==> src/rail_fault_defines.svh <==
// Register offsets, field positions and reset values of the fault mask block
`ifndef RAIL_FAULT_DEFINES_SVH
`define RAIL_FAULT_DEFINES_SVH

// Register offsets on the serial control bus
`define REGULATOR_MASK_ADDR 8'h17
`define CONVERTER_MASK_ADDR 8'h18

// Reset values
`define MASK_RESET_VALUE    8'h00
`define READ_IDLE_VALUE     8'h00

// Regulator mask register fields
`define REG4_OVERVOLT_BIT   7
`define REG3_OVERVOLT_BIT   6
`define REG2_OVERVOLT_BIT   5
`define REG1_OVERVOLT_BIT   4
`define REG4_UNDERVOLT_BIT  3
`define REG3_UNDERVOLT_BIT  2
`define REG2_UNDERVOLT_BIT  1
`define REG1_UNDERVOLT_BIT  0

// Converter mask register fields
`define STEPUP_OVERVOLT_BIT    7
`define STEPDOWN_OVERVOLT_BIT  6
`define STEPUP_UNDERVOLT_BIT   5
`define STEPDOWN_UNDERVOLT_BIT 4
`define REG4_OVERCURRENT_BIT   3
`define REG3_OVERCURRENT_BIT   2
`define REG2_OVERCURRENT_BIT   1
`define REG1_OVERCURRENT_BIT   0

`endif

==> src/rail_fault_pkg.sv <==
// Types shared by the fault mask block
package rail_fault_pkg;

    typedef logic [7:0] byte_t;

    // Regulator mask register layout
    typedef struct packed {
        logic reg4_overvolt_mask;
        logic reg3_overvolt_mask;
        logic reg2_overvolt_mask;
        logic reg1_overvolt_mask;
        logic reg4_undervolt_mask;
        logic reg3_undervolt_mask;
        logic reg2_undervolt_mask;
        logic reg1_undervolt_mask;
    } regulator_mask_t;

    // Converter mask register layout
    typedef struct packed {
        logic stepup_overvolt_mask;
        logic stepdown_overvolt_mask;
        logic stepup_undervolt_mask;
        logic stepdown_undervolt_mask;
        logic reg4_overcurrent_mask;
        logic reg3_overcurrent_mask;
        logic reg2_overcurrent_mask;
        logic reg1_overcurrent_mask;
    } converter_mask_t;

endpackage

==> src/mask_bus_if.sv <==
// Carrier between the mask core and its register file
`timescale 1ns/1ps
interface mask_bus_if;
    import rail_fault_pkg::*;

    logic            wr_en;
    byte_t           addr;
    byte_t           wdata;
    regulator_mask_t regulator_mask;
    converter_mask_t converter_mask;

    // Register file side
    modport regs (
        input  wr_en,
        input  addr,
        input  wdata,
        output regulator_mask,
        output converter_mask
    );

    // Core side
    modport core (
        output wr_en,
        output addr,
        output wdata,
        input  regulator_mask,
        input  converter_mask
    );
endinterface

==> src/rail_fault_mask_regs.sv <==
// Read/write storage of the two fault mask registers
`timescale 1ns/1ps
`include "rail_fault_defines.svh"
module rail_fault_mask_regs
    import rail_fault_pkg::*;
(
    // Clock and reset
    input wire logic ref_clk,
    input wire logic resetn,
    // Core link
    mask_bus_if.regs bus
);

    regulator_mask_t regulator_fault_mask_reg;
    converter_mask_t converter_fault_mask_reg;

    // Regulator mask register, written whole
    always_ff @(posedge ref_clk or negedge resetn)
    begin
        if (!resetn)
            regulator_fault_mask_reg <= regulator_mask_t'(`MASK_RESET_VALUE);
        else if (bus.wr_en && bus.addr == `REGULATOR_MASK_ADDR)
            regulator_fault_mask_reg <= regulator_mask_t'(bus.wdata);
    end

    // Converter mask register, written whole
    always_ff @(posedge ref_clk or negedge resetn)
    begin
        if (!resetn)
            converter_fault_mask_reg <= converter_mask_t'(`MASK_RESET_VALUE);
        else if (bus.wr_en && bus.addr == `CONVERTER_MASK_ADDR)
            converter_fault_mask_reg <= converter_mask_t'(bus.wdata);
    end

    // Stored values steer the gating in the core
    assign bus.regulator_mask = regulator_fault_mask_reg;
    assign bus.converter_mask = converter_fault_mask_reg;

endmodule // rail_fault_mask_regs

==> src/rail_fault_irq_mask.sv <==
// Fault event latching and mask gating of the active-low alert pin
//
// Operation
// Regulator mask bit 7 blocks regulator-4 over-voltage
// Regulator mask bit 6 blocks regulator-3 over-voltage
// Regulator mask bit 5 blocks regulator-2 over-voltage
// Regulator mask bit 4 blocks regulator-1 over-voltage
// Regulator mask bits 3..0 block under-voltage 4..1
// Converter mask bit 7 blocks step-up over-voltage
// Converter mask bit 6 blocks step-down over-voltage
// Converter mask bit 5 blocks step-up under-voltage
// Converter mask bit 4 blocks step-down under-voltage
// Converter mask bit 3 blocks regulator-4 over-current
// Converter mask bit 2 blocks regulator-3 over-current
// Converter mask bit 1 blocks regulator-2 over-current
// Converter mask bit 0 blocks regulator-1 over-current
// Alert low while any unmasked event pending
// Masks gate only the pin, not detection
`timescale 1ns/1ps
`include "rail_fault_defines.svh"
module rail_fault_irq_mask
    import rail_fault_pkg::*;
#(
    parameter int EVENTS_PER_GROUP = 8
)
(
    // Clock and reset
    input  wire logic                        ref_clk,
    input  wire logic                        resetn,
    // Register access from the serial control bus slave
    input  wire logic [7:0]                  reg_addr,
    input  wire logic [7:0]                  reg_wdata,
    input  wire logic                        reg_wr,
    input  wire logic                        reg_rd,
    output logic      [7:0]                  reg_rdata,
    output logic                             reg_rvalid,
    // Raw fault detector levels, asynchronous
    input  wire logic [EVENTS_PER_GROUP-1:0] regulator_fault_evt,
    input  wire logic [EVENTS_PER_GROUP-1:0] converter_fault_evt,
    // Pending clears from the status block
    input  wire logic [EVENTS_PER_GROUP-1:0] regulator_pend_clear,
    input  wire logic [EVENTS_PER_GROUP-1:0] converter_pend_clear,
    // Pending view for the status block, masked and unmasked events alike
    output logic      [EVENTS_PER_GROUP-1:0] regulator_fault_pending,
    output logic      [EVENTS_PER_GROUP-1:0] converter_fault_pending,
    // Open-drain alert pin
    output logic                             fault_alert_n,
    output logic                             fault_alert_oe
);

    // Events handled as one vector, regulator group in the low half
    localparam int TOTAL_EVENTS = 2 * EVENTS_PER_GROUP;

    // Internal carrier to the register file
    mask_bus_if bus ();

    logic [TOTAL_EVENTS-1:0] evt_raw;
    logic [TOTAL_EVENTS-1:0] evt_meta_reg;
    logic [TOTAL_EVENTS-1:0] evt_sync_reg;
    logic [TOTAL_EVENTS-1:0] pend_clear;
    logic [TOTAL_EVENTS-1:0] pend_reg;
    logic [TOTAL_EVENTS-1:0] mask_vec;
    logic [TOTAL_EVENTS-1:0] unmasked;
    logic                    alert_active;
    byte_t                   read_next;
    regulator_mask_t         rmask;
    converter_mask_t         cmask;

    // Register file instance
    rail_fault_mask_regs u_regs (
        .ref_clk (ref_clk),
        .resetn  (resetn),
        .bus     (bus)
    );

    // Write path into the register file
    // Strobes come from the serial slave on this clock, so no sync stage
    assign bus.wr_en = reg_wr;
    assign bus.addr  = reg_addr;
    assign bus.wdata = reg_wdata;
    assign rmask     = bus.regulator_mask;
    assign cmask     = bus.converter_mask;

    // Event vector: converter group high, regulator group low
    assign evt_raw    = {converter_fault_evt, regulator_fault_evt};
    assign pend_clear = {converter_pend_clear, regulator_pend_clear};

    // Masks only gate the pin; the pending flags below never see them
    // Regulator group mask bits, aligned to the regulator events
    always_comb
    begin
        mask_vec = '0;
        mask_vec[`REG4_OVERVOLT_BIT]  = rmask.reg4_overvolt_mask;
        mask_vec[`REG3_OVERVOLT_BIT]  = rmask.reg3_overvolt_mask;
        mask_vec[`REG2_OVERVOLT_BIT]  = rmask.reg2_overvolt_mask;
        mask_vec[`REG1_OVERVOLT_BIT]  = rmask.reg1_overvolt_mask;
        mask_vec[`REG4_UNDERVOLT_BIT] = rmask.reg4_undervolt_mask;
        mask_vec[`REG3_UNDERVOLT_BIT] = rmask.reg3_undervolt_mask;
        mask_vec[`REG2_UNDERVOLT_BIT] = rmask.reg2_undervolt_mask;
        mask_vec[`REG1_UNDERVOLT_BIT] = rmask.reg1_undervolt_mask;
        // Converter group mask bits, shifted above the regulator group
        mask_vec[EVENTS_PER_GROUP + `STEPUP_OVERVOLT_BIT] =
            cmask.stepup_overvolt_mask;
        mask_vec[EVENTS_PER_GROUP + `STEPDOWN_OVERVOLT_BIT] =
            cmask.stepdown_overvolt_mask;
        mask_vec[EVENTS_PER_GROUP + `STEPUP_UNDERVOLT_BIT] =
            cmask.stepup_undervolt_mask;
        mask_vec[EVENTS_PER_GROUP + `STEPDOWN_UNDERVOLT_BIT] =
            cmask.stepdown_undervolt_mask;
        mask_vec[EVENTS_PER_GROUP + `REG4_OVERCURRENT_BIT] =
            cmask.reg4_overcurrent_mask;
        mask_vec[EVENTS_PER_GROUP + `REG3_OVERCURRENT_BIT] =
            cmask.reg3_overcurrent_mask;
        mask_vec[EVENTS_PER_GROUP + `REG2_OVERCURRENT_BIT] =
            cmask.reg2_overcurrent_mask;
        mask_vec[EVENTS_PER_GROUP + `REG1_OVERCURRENT_BIT] =
            cmask.reg1_overcurrent_mask;
    end

    // Per-event synchroniser, sticky pending flag and gate
    genvar i;
    generate
        for (i = 0; i < TOTAL_EVENTS; i++)
        begin : g_event
            // Two-stage synchroniser for the analog detector level
            // Detector levels bear no timing relation to ref_clk, so
            // nothing but the second stage reads the first
            always_ff @(posedge ref_clk or negedge resetn)
            begin
                if (!resetn)
                begin
                    evt_meta_reg[i] <= 1'b0;
                    evt_sync_reg[i] <= 1'b0;
                end
                else
                begin
                    evt_meta_reg[i] <= evt_raw[i];
                    evt_sync_reg[i] <= evt_meta_reg[i];
                end
            end

            // Pending flag: detection ignores the mask, set beats clear
            // A fault still present when the clear arrives stays flagged,
            // so a late clear cannot hide a live fault
            always_ff @(posedge ref_clk or negedge resetn)
            begin
                if (!resetn)
                    pend_reg[i] <= 1'b0;
                else if (evt_sync_reg[i])
                    pend_reg[i] <= 1'b1;
                else if (pend_clear[i])
                    pend_reg[i] <= 1'b0;
            end

            // Masked events stay pending but cannot reach the pin
            assign unmasked[i] = pend_reg[i] & ~mask_vec[i];
        end
    endgenerate

    // Any unmasked pending event asserts the alert
    assign alert_active = |unmasked;

    // Alert pin, driven low only while an unmasked event is pending
    // Registered so the pin stays glitch-free when masks and flags
    // change in the same cycle
    always_ff @(posedge ref_clk or negedge resetn)
    begin
        if (!resetn)
        begin
            fault_alert_n  <= 1'b1;
            fault_alert_oe <= 1'b0;
        end
        else
        begin
            fault_alert_n  <= ~alert_active;
            fault_alert_oe <= alert_active;
        end
    end

    // Pending view for the status block, independent of masks
    always_ff @(posedge ref_clk or negedge resetn)
    begin
        if (!resetn)
        begin
            regulator_fault_pending <= '0;
            converter_fault_pending <= '0;
        end
        else
        begin
            regulator_fault_pending <= pend_reg[EVENTS_PER_GROUP-1:0];
            converter_fault_pending <= pend_reg[TOTAL_EVENTS-1:EVENTS_PER_GROUP];
        end
    end

    // Read data selection; other addresses read as zero
    always_comb
    begin
        read_next = `READ_IDLE_VALUE;
        case (reg_addr)
            `REGULATOR_MASK_ADDR: read_next = byte_t'(rmask);
            `CONVERTER_MASK_ADDR: read_next = byte_t'(cmask);
            default:              read_next = `READ_IDLE_VALUE;
        endcase
    end

    // Registered read answer, one cycle after the request
    // A read and a write of one place in the same cycle return the old value
    always_ff @(posedge ref_clk or negedge resetn)
    begin
        if (!resetn)
        begin
            reg_rdata  <= `READ_IDLE_VALUE;
            reg_rvalid <= 1'b0;
        end
        else
        begin
            reg_rvalid <= reg_rd;
            if (reg_rd)
                reg_rdata <= read_next;
        end
    end

endmodule // rail_fault_irq_mask

==> config.mk <==
export PLATFORM = sky130hd
export DESIGN_NAME = rail_fault_irq_mask
export DESIGN_NICKNAME = d
export VERILOG_FILES = /design/src/rail_fault_pkg.sv /design/src/mask_bus_if.sv /design/src/rail_fault_mask_regs.sv /design/src/rail_fault_irq_mask.sv
export VERILOG_INCLUDE_DIRS = /design/src
export SDC_FILE = /design/constraint.sdc
export NUM_CORES = 1
export LEC_CHECK = 0
export BUFFER_PORTS_ARGS = -buffer_cell sky130_fd_sc_hd__buf_4
export CELL_PAD_IN_SITES_DETAIL_PLACEMENT = 1
export CELL_PAD_IN_SITES_GLOBAL_PLACEMENT = 1
export CORE_MARGIN = 2
export CORE_UTILIZATION = 45
export CTS_BUF_LIST = sky130_fd_sc_hd__clkbuf_16
export CTS_CLUSTER_SIZE = 12
export DETAILED_ROUTE_END_ITERATION = 8
export PLACE_DENSITY = 0.92
export SETUP_SLACK_MARGIN = 0.3
export SYNTH_ARGS = -nofsm -noshare
export SYNTH_HDL_FRONTEND = slang
export SYNTH_HIERARCHICAL = 1
export SYNTH_SLANG_ARGS = --single-unit
==> constraint.sdc <==
create_clock -name ref_clk -period 2.6 [get_ports ref_clk]
set_input_delay 0.13 -clock ref_clk [delete_from_list [all_inputs] [get_ports ref_clk]]
set_output_delay 0.13 -clock ref_clk [all_outputs]
set_load 0.01 [all_outputs]
; Yosys cells after proc, flatten, opt, wreduce, memory -nomap -nowiden
; Index checks and enable logic that the tools add are counted.
[totals]
ff_bits = 91
latch_bits = 0
ram_bits = 0
romBits = 0
in_bits = 52
out_inout_bits = 27
memories = 0
[classes]
add_sub_neg = 0
multipliers = 0
n_div = 0
order_cmp = 0
eq_ne = 2
shift = 0
n_mux = 33
n_bitwise = 33
reduce_logical = 19
[ops]
columns = cell, n
row1 = two-way mux 1 bit, 32
row2 = nonzero test 2 bit, 16
row3 = inverter 1 bit, 17
row4 = AND 1 bit, 16
row5 = "equality test 8 x 5 -> 1 bit, second input constant", 2
row6 = one-hot mux 8 bit (2 select lines), 1
row7 = OR reduction 16 bit, 1
row8 = logical AND 1 bit, 2

; Longest topological paths before layout
[depth]
ltp_word = 4
ltp_mapped = 3
depth_no_buf = 3

; Cells and area by module
; Netlist, hierarchy kept.
[modules_own_cells]
columns = mod, n_inst, cells_each, area_each_um2
row1 = rail_fault_irq_mask, 1, 150, 2399.8
row2 = rail_fault_mask_regs, 1, 37, 636.9

; Worst setup path before layout
; OpenSTA, ideal clock, no wires.
[synth_timing]
path_kind = input -> register
startpoint = input reg_addr[1]
endpoint = register u_regs.converter_fault_mask_reg, in the netlist u_regs/bus.converter_mask[0]
arrival_time_ps = 1334
required_time_ps = 2475
slack_ps = 1141
cell_stages = 3
n_path_buf = 0
cell_sequence = or4b_1 nor3_4 mux2_2
[synth_between]
elab_chain_len = 2
[synth_rtl]
columns = item, line_no
row1 = "start, declared", rail_fault_irq_mask.sv:31  ; input wire logic [7:0] reg_addr,
row2 = equality test 8 x 5 -> 1 bit (no line), -
row3 = logical AND 1 bit (no line), -
row4 = "end signal, assigned", rail_fault_mask_regs.sv:30  ; converter_fault_mask_reg <= converter_mask_t'(`MASK_RESET_VALUE);
row5 = "end signal, assigned", rail_fault_mask_regs.sv:32  ; converter_fault_mask_reg <= converter_mask_t'(bus.wdata);
row6 = "end, declared", rail_fault_mask_regs.sv:15  ; converter_mask_t converter_fault_mask_reg;
; No other way between the ends.
; A chain may end at the register's enable or synchronous reset.

; Worst setup path in the final report
[layout_timing]
startpoint = register pend_reg[10]
endpoint = register fault_alert_n
[layout_between]
elab_chain_len = 3
[layout_rtl]
columns = item, line_no
row1 = "start, declared", rail_fault_irq_mask.sv:61  ; logic [TOTAL_EVENTS-1:0] pend_reg;
row2 = "start signal, assigned by index", rail_fault_irq_mask.sv:148  ; pend_reg[i] <= 1'b0;
row3 = "start signal, assigned by index", rail_fault_irq_mask.sv:150  ; pend_reg[i] <= 1'b1;
row4 = "start signal, assigned by index", rail_fault_irq_mask.sv:152  ; pend_reg[i] <= 1'b0;
row5 = AND 1 bit, rail_fault_irq_mask.sv:156  ; assign unmasked[i] = pend_reg[i] & ~mask_vec[i];
row6 = OR reduction 16 bit, rail_fault_irq_mask.sv:161  ; assign alert_active = |unmasked;
row7 = inverter 1 bit, rail_fault_irq_mask.sv:175  ; fault_alert_n <= ~alert_active;
row8 = "end signal, assigned", rail_fault_irq_mask.sv:175
row9 = "end, declared", rail_fault_irq_mask.sv:47  ; output logic fault_alert_n,
; No other way between the ends.

==> results.txt <==
----------------------------------------------------
[Run status]
  Outcome ... finished, violations left
  Violations in the final reports ... hold timing

[Worst setup path]
  Register-to-register setup slack ... 0.97 ns
  CP startpoint kind ... register
  Critical register-to-register path startpoint ... pend_reg[10]$_DFFE_PN0P_
  Critical path start-end classification ... register to register
  Largest fanout of any net on the critical path ... 3
  Length in cells of the worst reg-to-reg path ... 3
  Required time reported for the critical path endpoint ... about 2.9 ns
  Critical R2R Capture ... fault_alert_n$_DFF_PN1_
  Data arrival at the endpoint of the critical path ... 1.90 ns
  Critical Path Slowest Stage Cell ... sky130_fd_sc_hd__a2111oi_0
  Max incr delay on CP ... 0.72 ns
  Worst-path cell chain ... nor2b_1 -> a2111oi_0 -> and4_1
  Crit end category ... register

[Timing]
  Setup repair after global routing missed its margin ... no
  Largest clock skew in the final design ... approximately 0.0047 ns
  Max-slew violation count ... 0
  Min cycle time layout ... 1.63 ns
  Total setup violations reported at the end of the flow ... 0
  Post-route clock period utilization ... 62.8%
  Highest attainable clock frequency ... 0.613 GHz
  Worst hold margin ... -0.00590 ns
  Remaining max-slew budget at the tightest pin ... between 20 and 30%
  Final hold vios ... 3
  Worst-Margin Slew ... approximately 1.1 ns
  Setup tns final ... 0 ns

[Pwr]
  Highest ir drop seen on vdd ... 0.432 mV
  PnR Total Power ... 2.88 mW
  Cell leakage power ... a little over 2 nW
  Total power density per cell area ... about 690 nW/um^2

[Run]
  Maximum capacitance violations ... 0

[Finish]
  Area overhead of the layout relative to synthesis ... 36.6%
  Fraction of layout instances using a drive strength above 1 ... 40.4%
  Commonest cells after routing, fill and taps aside ... 90 x sky130_fd_sc_hd__dfrtp_1, 78 x sky130_fd_sc_hd__buf_4, 20 x sky130_fd_sc_hd__inv_1
  Most common library cell in the layout ignoring fill and taps ... sky130_fd_sc_hd__dfrtp_1
  Post-layout util ... about 65%
  Antenna diode instance count ... 0
  Post-route non-filler standard cell count ... ~370
  Count of nets after finishing ... 344

[Yosys]
  Dominant combinational cell family by area after synthesis ... simple AND/OR/NAND/NOR gates
  Post-synthesis cell type with the largest combined area ... sky130_fd_sc_hd__dfrtp_1
  Yosys top cell area share ... between 70% and 80%
  Cell count after synthesis ... about 190
  Post-synthesis share of cell area spent on xor and xnor gates ... 0%
  Flops & latches, synth ... 91
  Share of cell area taken by muxes after synthesis ... 5.93%
  Average instance area after synthesis ... approximately 16 um^2
  Fraction of the mapped netlist area in compound gates ... about 8%
  Area of the mapped netlist ... 3040 um^2
  Fraction of the mapped netlist area in adder cells ... 0%
  Synthesis warning total ... 6
  Basic-gate share of the synthesized area counting and, or, nand and nor cells ... slightly below 9%
  Sequential share of the synthesized area ... around three quarters
  Synth area leaders ... sky130_fd_sc_hd__dfrtp_1 74%, sky130_fd_sc_hd__mux2_2 5.9%, sky130_fd_sc_hd__a21o_1 4.0%
  Synthesized Nets ... 239
  Count of different cell masters after synthesis ... 19

[Detailed routing]
  Detailed-routing iteration count for the pre-antenna-repair pass ... 3
  Wire length after detailed routing ... approximately 6.5 mm
  Number of nets with antenna violations after detailed routing ... 0
  DR WL/cell ... about 17 um
  Starting DRC count in detailed routing ... between 100 and 150
  Routed vias/inst ... roughly 5.0
  Final routed DRC violation total ... 0
  Via count ... 1886

[Floorplanning]
  Count of boundary I/O pins ... ~80
  Core Rows ... 29
  Core area ... approximately 6400 um^2
  Chip height ... about 86 um
  Chip width ... around 86 um
  Starting utilization of the core area ... between 40% and 50%
  Die area ... around 7400 um^2

[Global route]
  Leftover overflow at the end of global routing ... 0
  Tot GR Track Use ... 19.2%
  Wire length of the first global-routing pass ... roughly 10 mm
  Number of global-route vias before repair ... approximately 2100
  Pin count of the biggest net entering global routing ... 92
  Antenna violations before repair ... 0

[Place]
  Cells after DPL ... 342
  Routability-driven placement congestion ratio ... roughly 0.73
  Total of buffers placed on input and output ports ... 78
  Final HPWL from detailed placement ... about 4.4 mm

[Clock network]
  Clk sinks ... just over 90
  Resize count post-CTS ... 0
  Clock buffers created by TritonCTS ... 9
  Clock tree from TritonCTS ... done
  CTS clk-pin slew, worst paths ... about 0.060 ns
  Bufs on Longest Clock Path ... 2
  H-tree lvl count ... 3
  Buffer type at the clock tree root ... sky130_fd_sc_hd__clkbuf_16
  Source-to-sink clock delay at the later pin of the worst-skew pair ... between 0.3 and 0.4 ns

[Hold path]
  Hold WC Path Type ... input port to asynchronous set/reset pin

----------------------------------------------------
## cell families (layout without fill, tap and decap cells)
family                 Yosys count  count (layout)
AND/OR/NAND/NOR                 32              32
buffers and inverters           20             130
AO/OA/AOI/OAI                   28              28
multiplexers                    16              16
flip-flops                      91              91
## worst max-delay path, delay by kind of cell (launching register included)
family             cells  cell delay (ns)
DFF                    1             0.39
AOI/OAI and AO/OA      1             0.72
and+or+nand+nor        2             0.46
## layer usage
metal  wire (um)  share of wire, %  global-route usage (%)  vias to the layer above
met5           0                 0                       0                        -
met4          97               1.5                    6.93                        0
met3         329               5.0                    4.81                        8
met2        3600                55                    34.8                       55
met1        2510                38                    21.8                      970
li1            -                 -                       -                      853
## cells in the mapped netlist
library cell / number
sky130_fd_sc_hd__nand4bb_2: 1
sky130_fd_sc_hd__nand4bb_1: 1
sky130_fd_sc_hd__inv_1: 20
sky130_fd_sc_hd__nor3_4: 2
sky130_fd_sc_hd__mux2_2: 16
sky130_fd_sc_hd__dfstp_2: 1
sky130_fd_sc_hd__or4b_1: 1
sky130_fd_sc_hd__a21o_1: 16
sky130_fd_sc_hd__nand4b_1: 2
sky130_fd_sc_hd__or4b_4: 1
sky130_fd_sc_hd__a221o_1: 4
sky130_fd_sc_hd__nor2b_1: 19
sky130_fd_sc_hd__a2111oi_0: 4
sky130_fd_sc_hd__a221o_2: 4
sky130_fd_sc_hd__nand4_1: 1
sky130_fd_sc_hd__nor3_2: 2
sky130_fd_sc_hd__and2b_1: 1
sky130_fd_sc_hd__dfrtp_1: 90
sky130_fd_sc_hd__and4_1: 1
## timing repair
| item | in CTS | in global routing |
|---|---|---|
| hold endpoints to repair | 16 | 0 |
| hold buffers | 16 | 0 |
| buffers inserted | 0 | 0 |
## how the worst max path moves through the flow
| stage | startpoint | to | slack (ns) | depth (start not counted) |
|---|---|---|---|---|
| 2_1_floorplan | reg_addr[1] | u_regs/bus.converter_mask[0]$_DFFE_PN0P_ | 1.14 | 3 |
| 3_3_place_gp | reg_addr[1] | u_regs/bus.converter_mask[7]$_DFFE_PN0P_ | 0.89 | 4 |
| 3_5_place_dp | reg_addr[1] | u_regs/bus.converter_mask[0]$_DFFE_PN0P_ | 0.80 | 4 |
| 4_1_cts | pend_reg[4]$_DFFE_PN0P_ | fault_alert_n$_DFF_PN1_ | 0.99 | 3 |
| 5_1_grt | pend_reg[0]$_DFFE_PN0P_ | fault_alert_n$_DFF_PN1_ | 0.91 | 3 |
| 6_report | pend_reg[10]$_DFFE_PN0P_ | fault_alert_n$_DFF_PN1_ | 0.97 | 3 |
## area by class of cell
cell class                 instances  area (um^2)
clock buffer                       9          225
clock inverter                     7         43.8
fill                             600         2270
inverter                          20         75.1
multi-input combinational         76          683
sequential                        91         2280
tap                               77         96.3
timing repair buffer              94          746
## stage by stage
stage               hold WS [ns]  worst slack [ns]  cell area [um^2]
finish                  -0.00590             0.968              4150
global route              0.0121             0.907              4150
global placement           0.239             0.892              3720
floorplan                 -0.166              1.14              3040
detailed placement         0.240             0.803              3720
CTS                       0.0130             0.990              4150
## power breakdown
group | leakage, nW | internal, mW | total [mW] | switching, mW
logic | 0.814 | 0.118 | 0.204 | 0.0864
clock network | 0.133 | 0.643 | 1.15 | 0.510
registers | 1.08 | 1.49 | 1.53 | 0.0374
(Power assumes the default switching activity.)
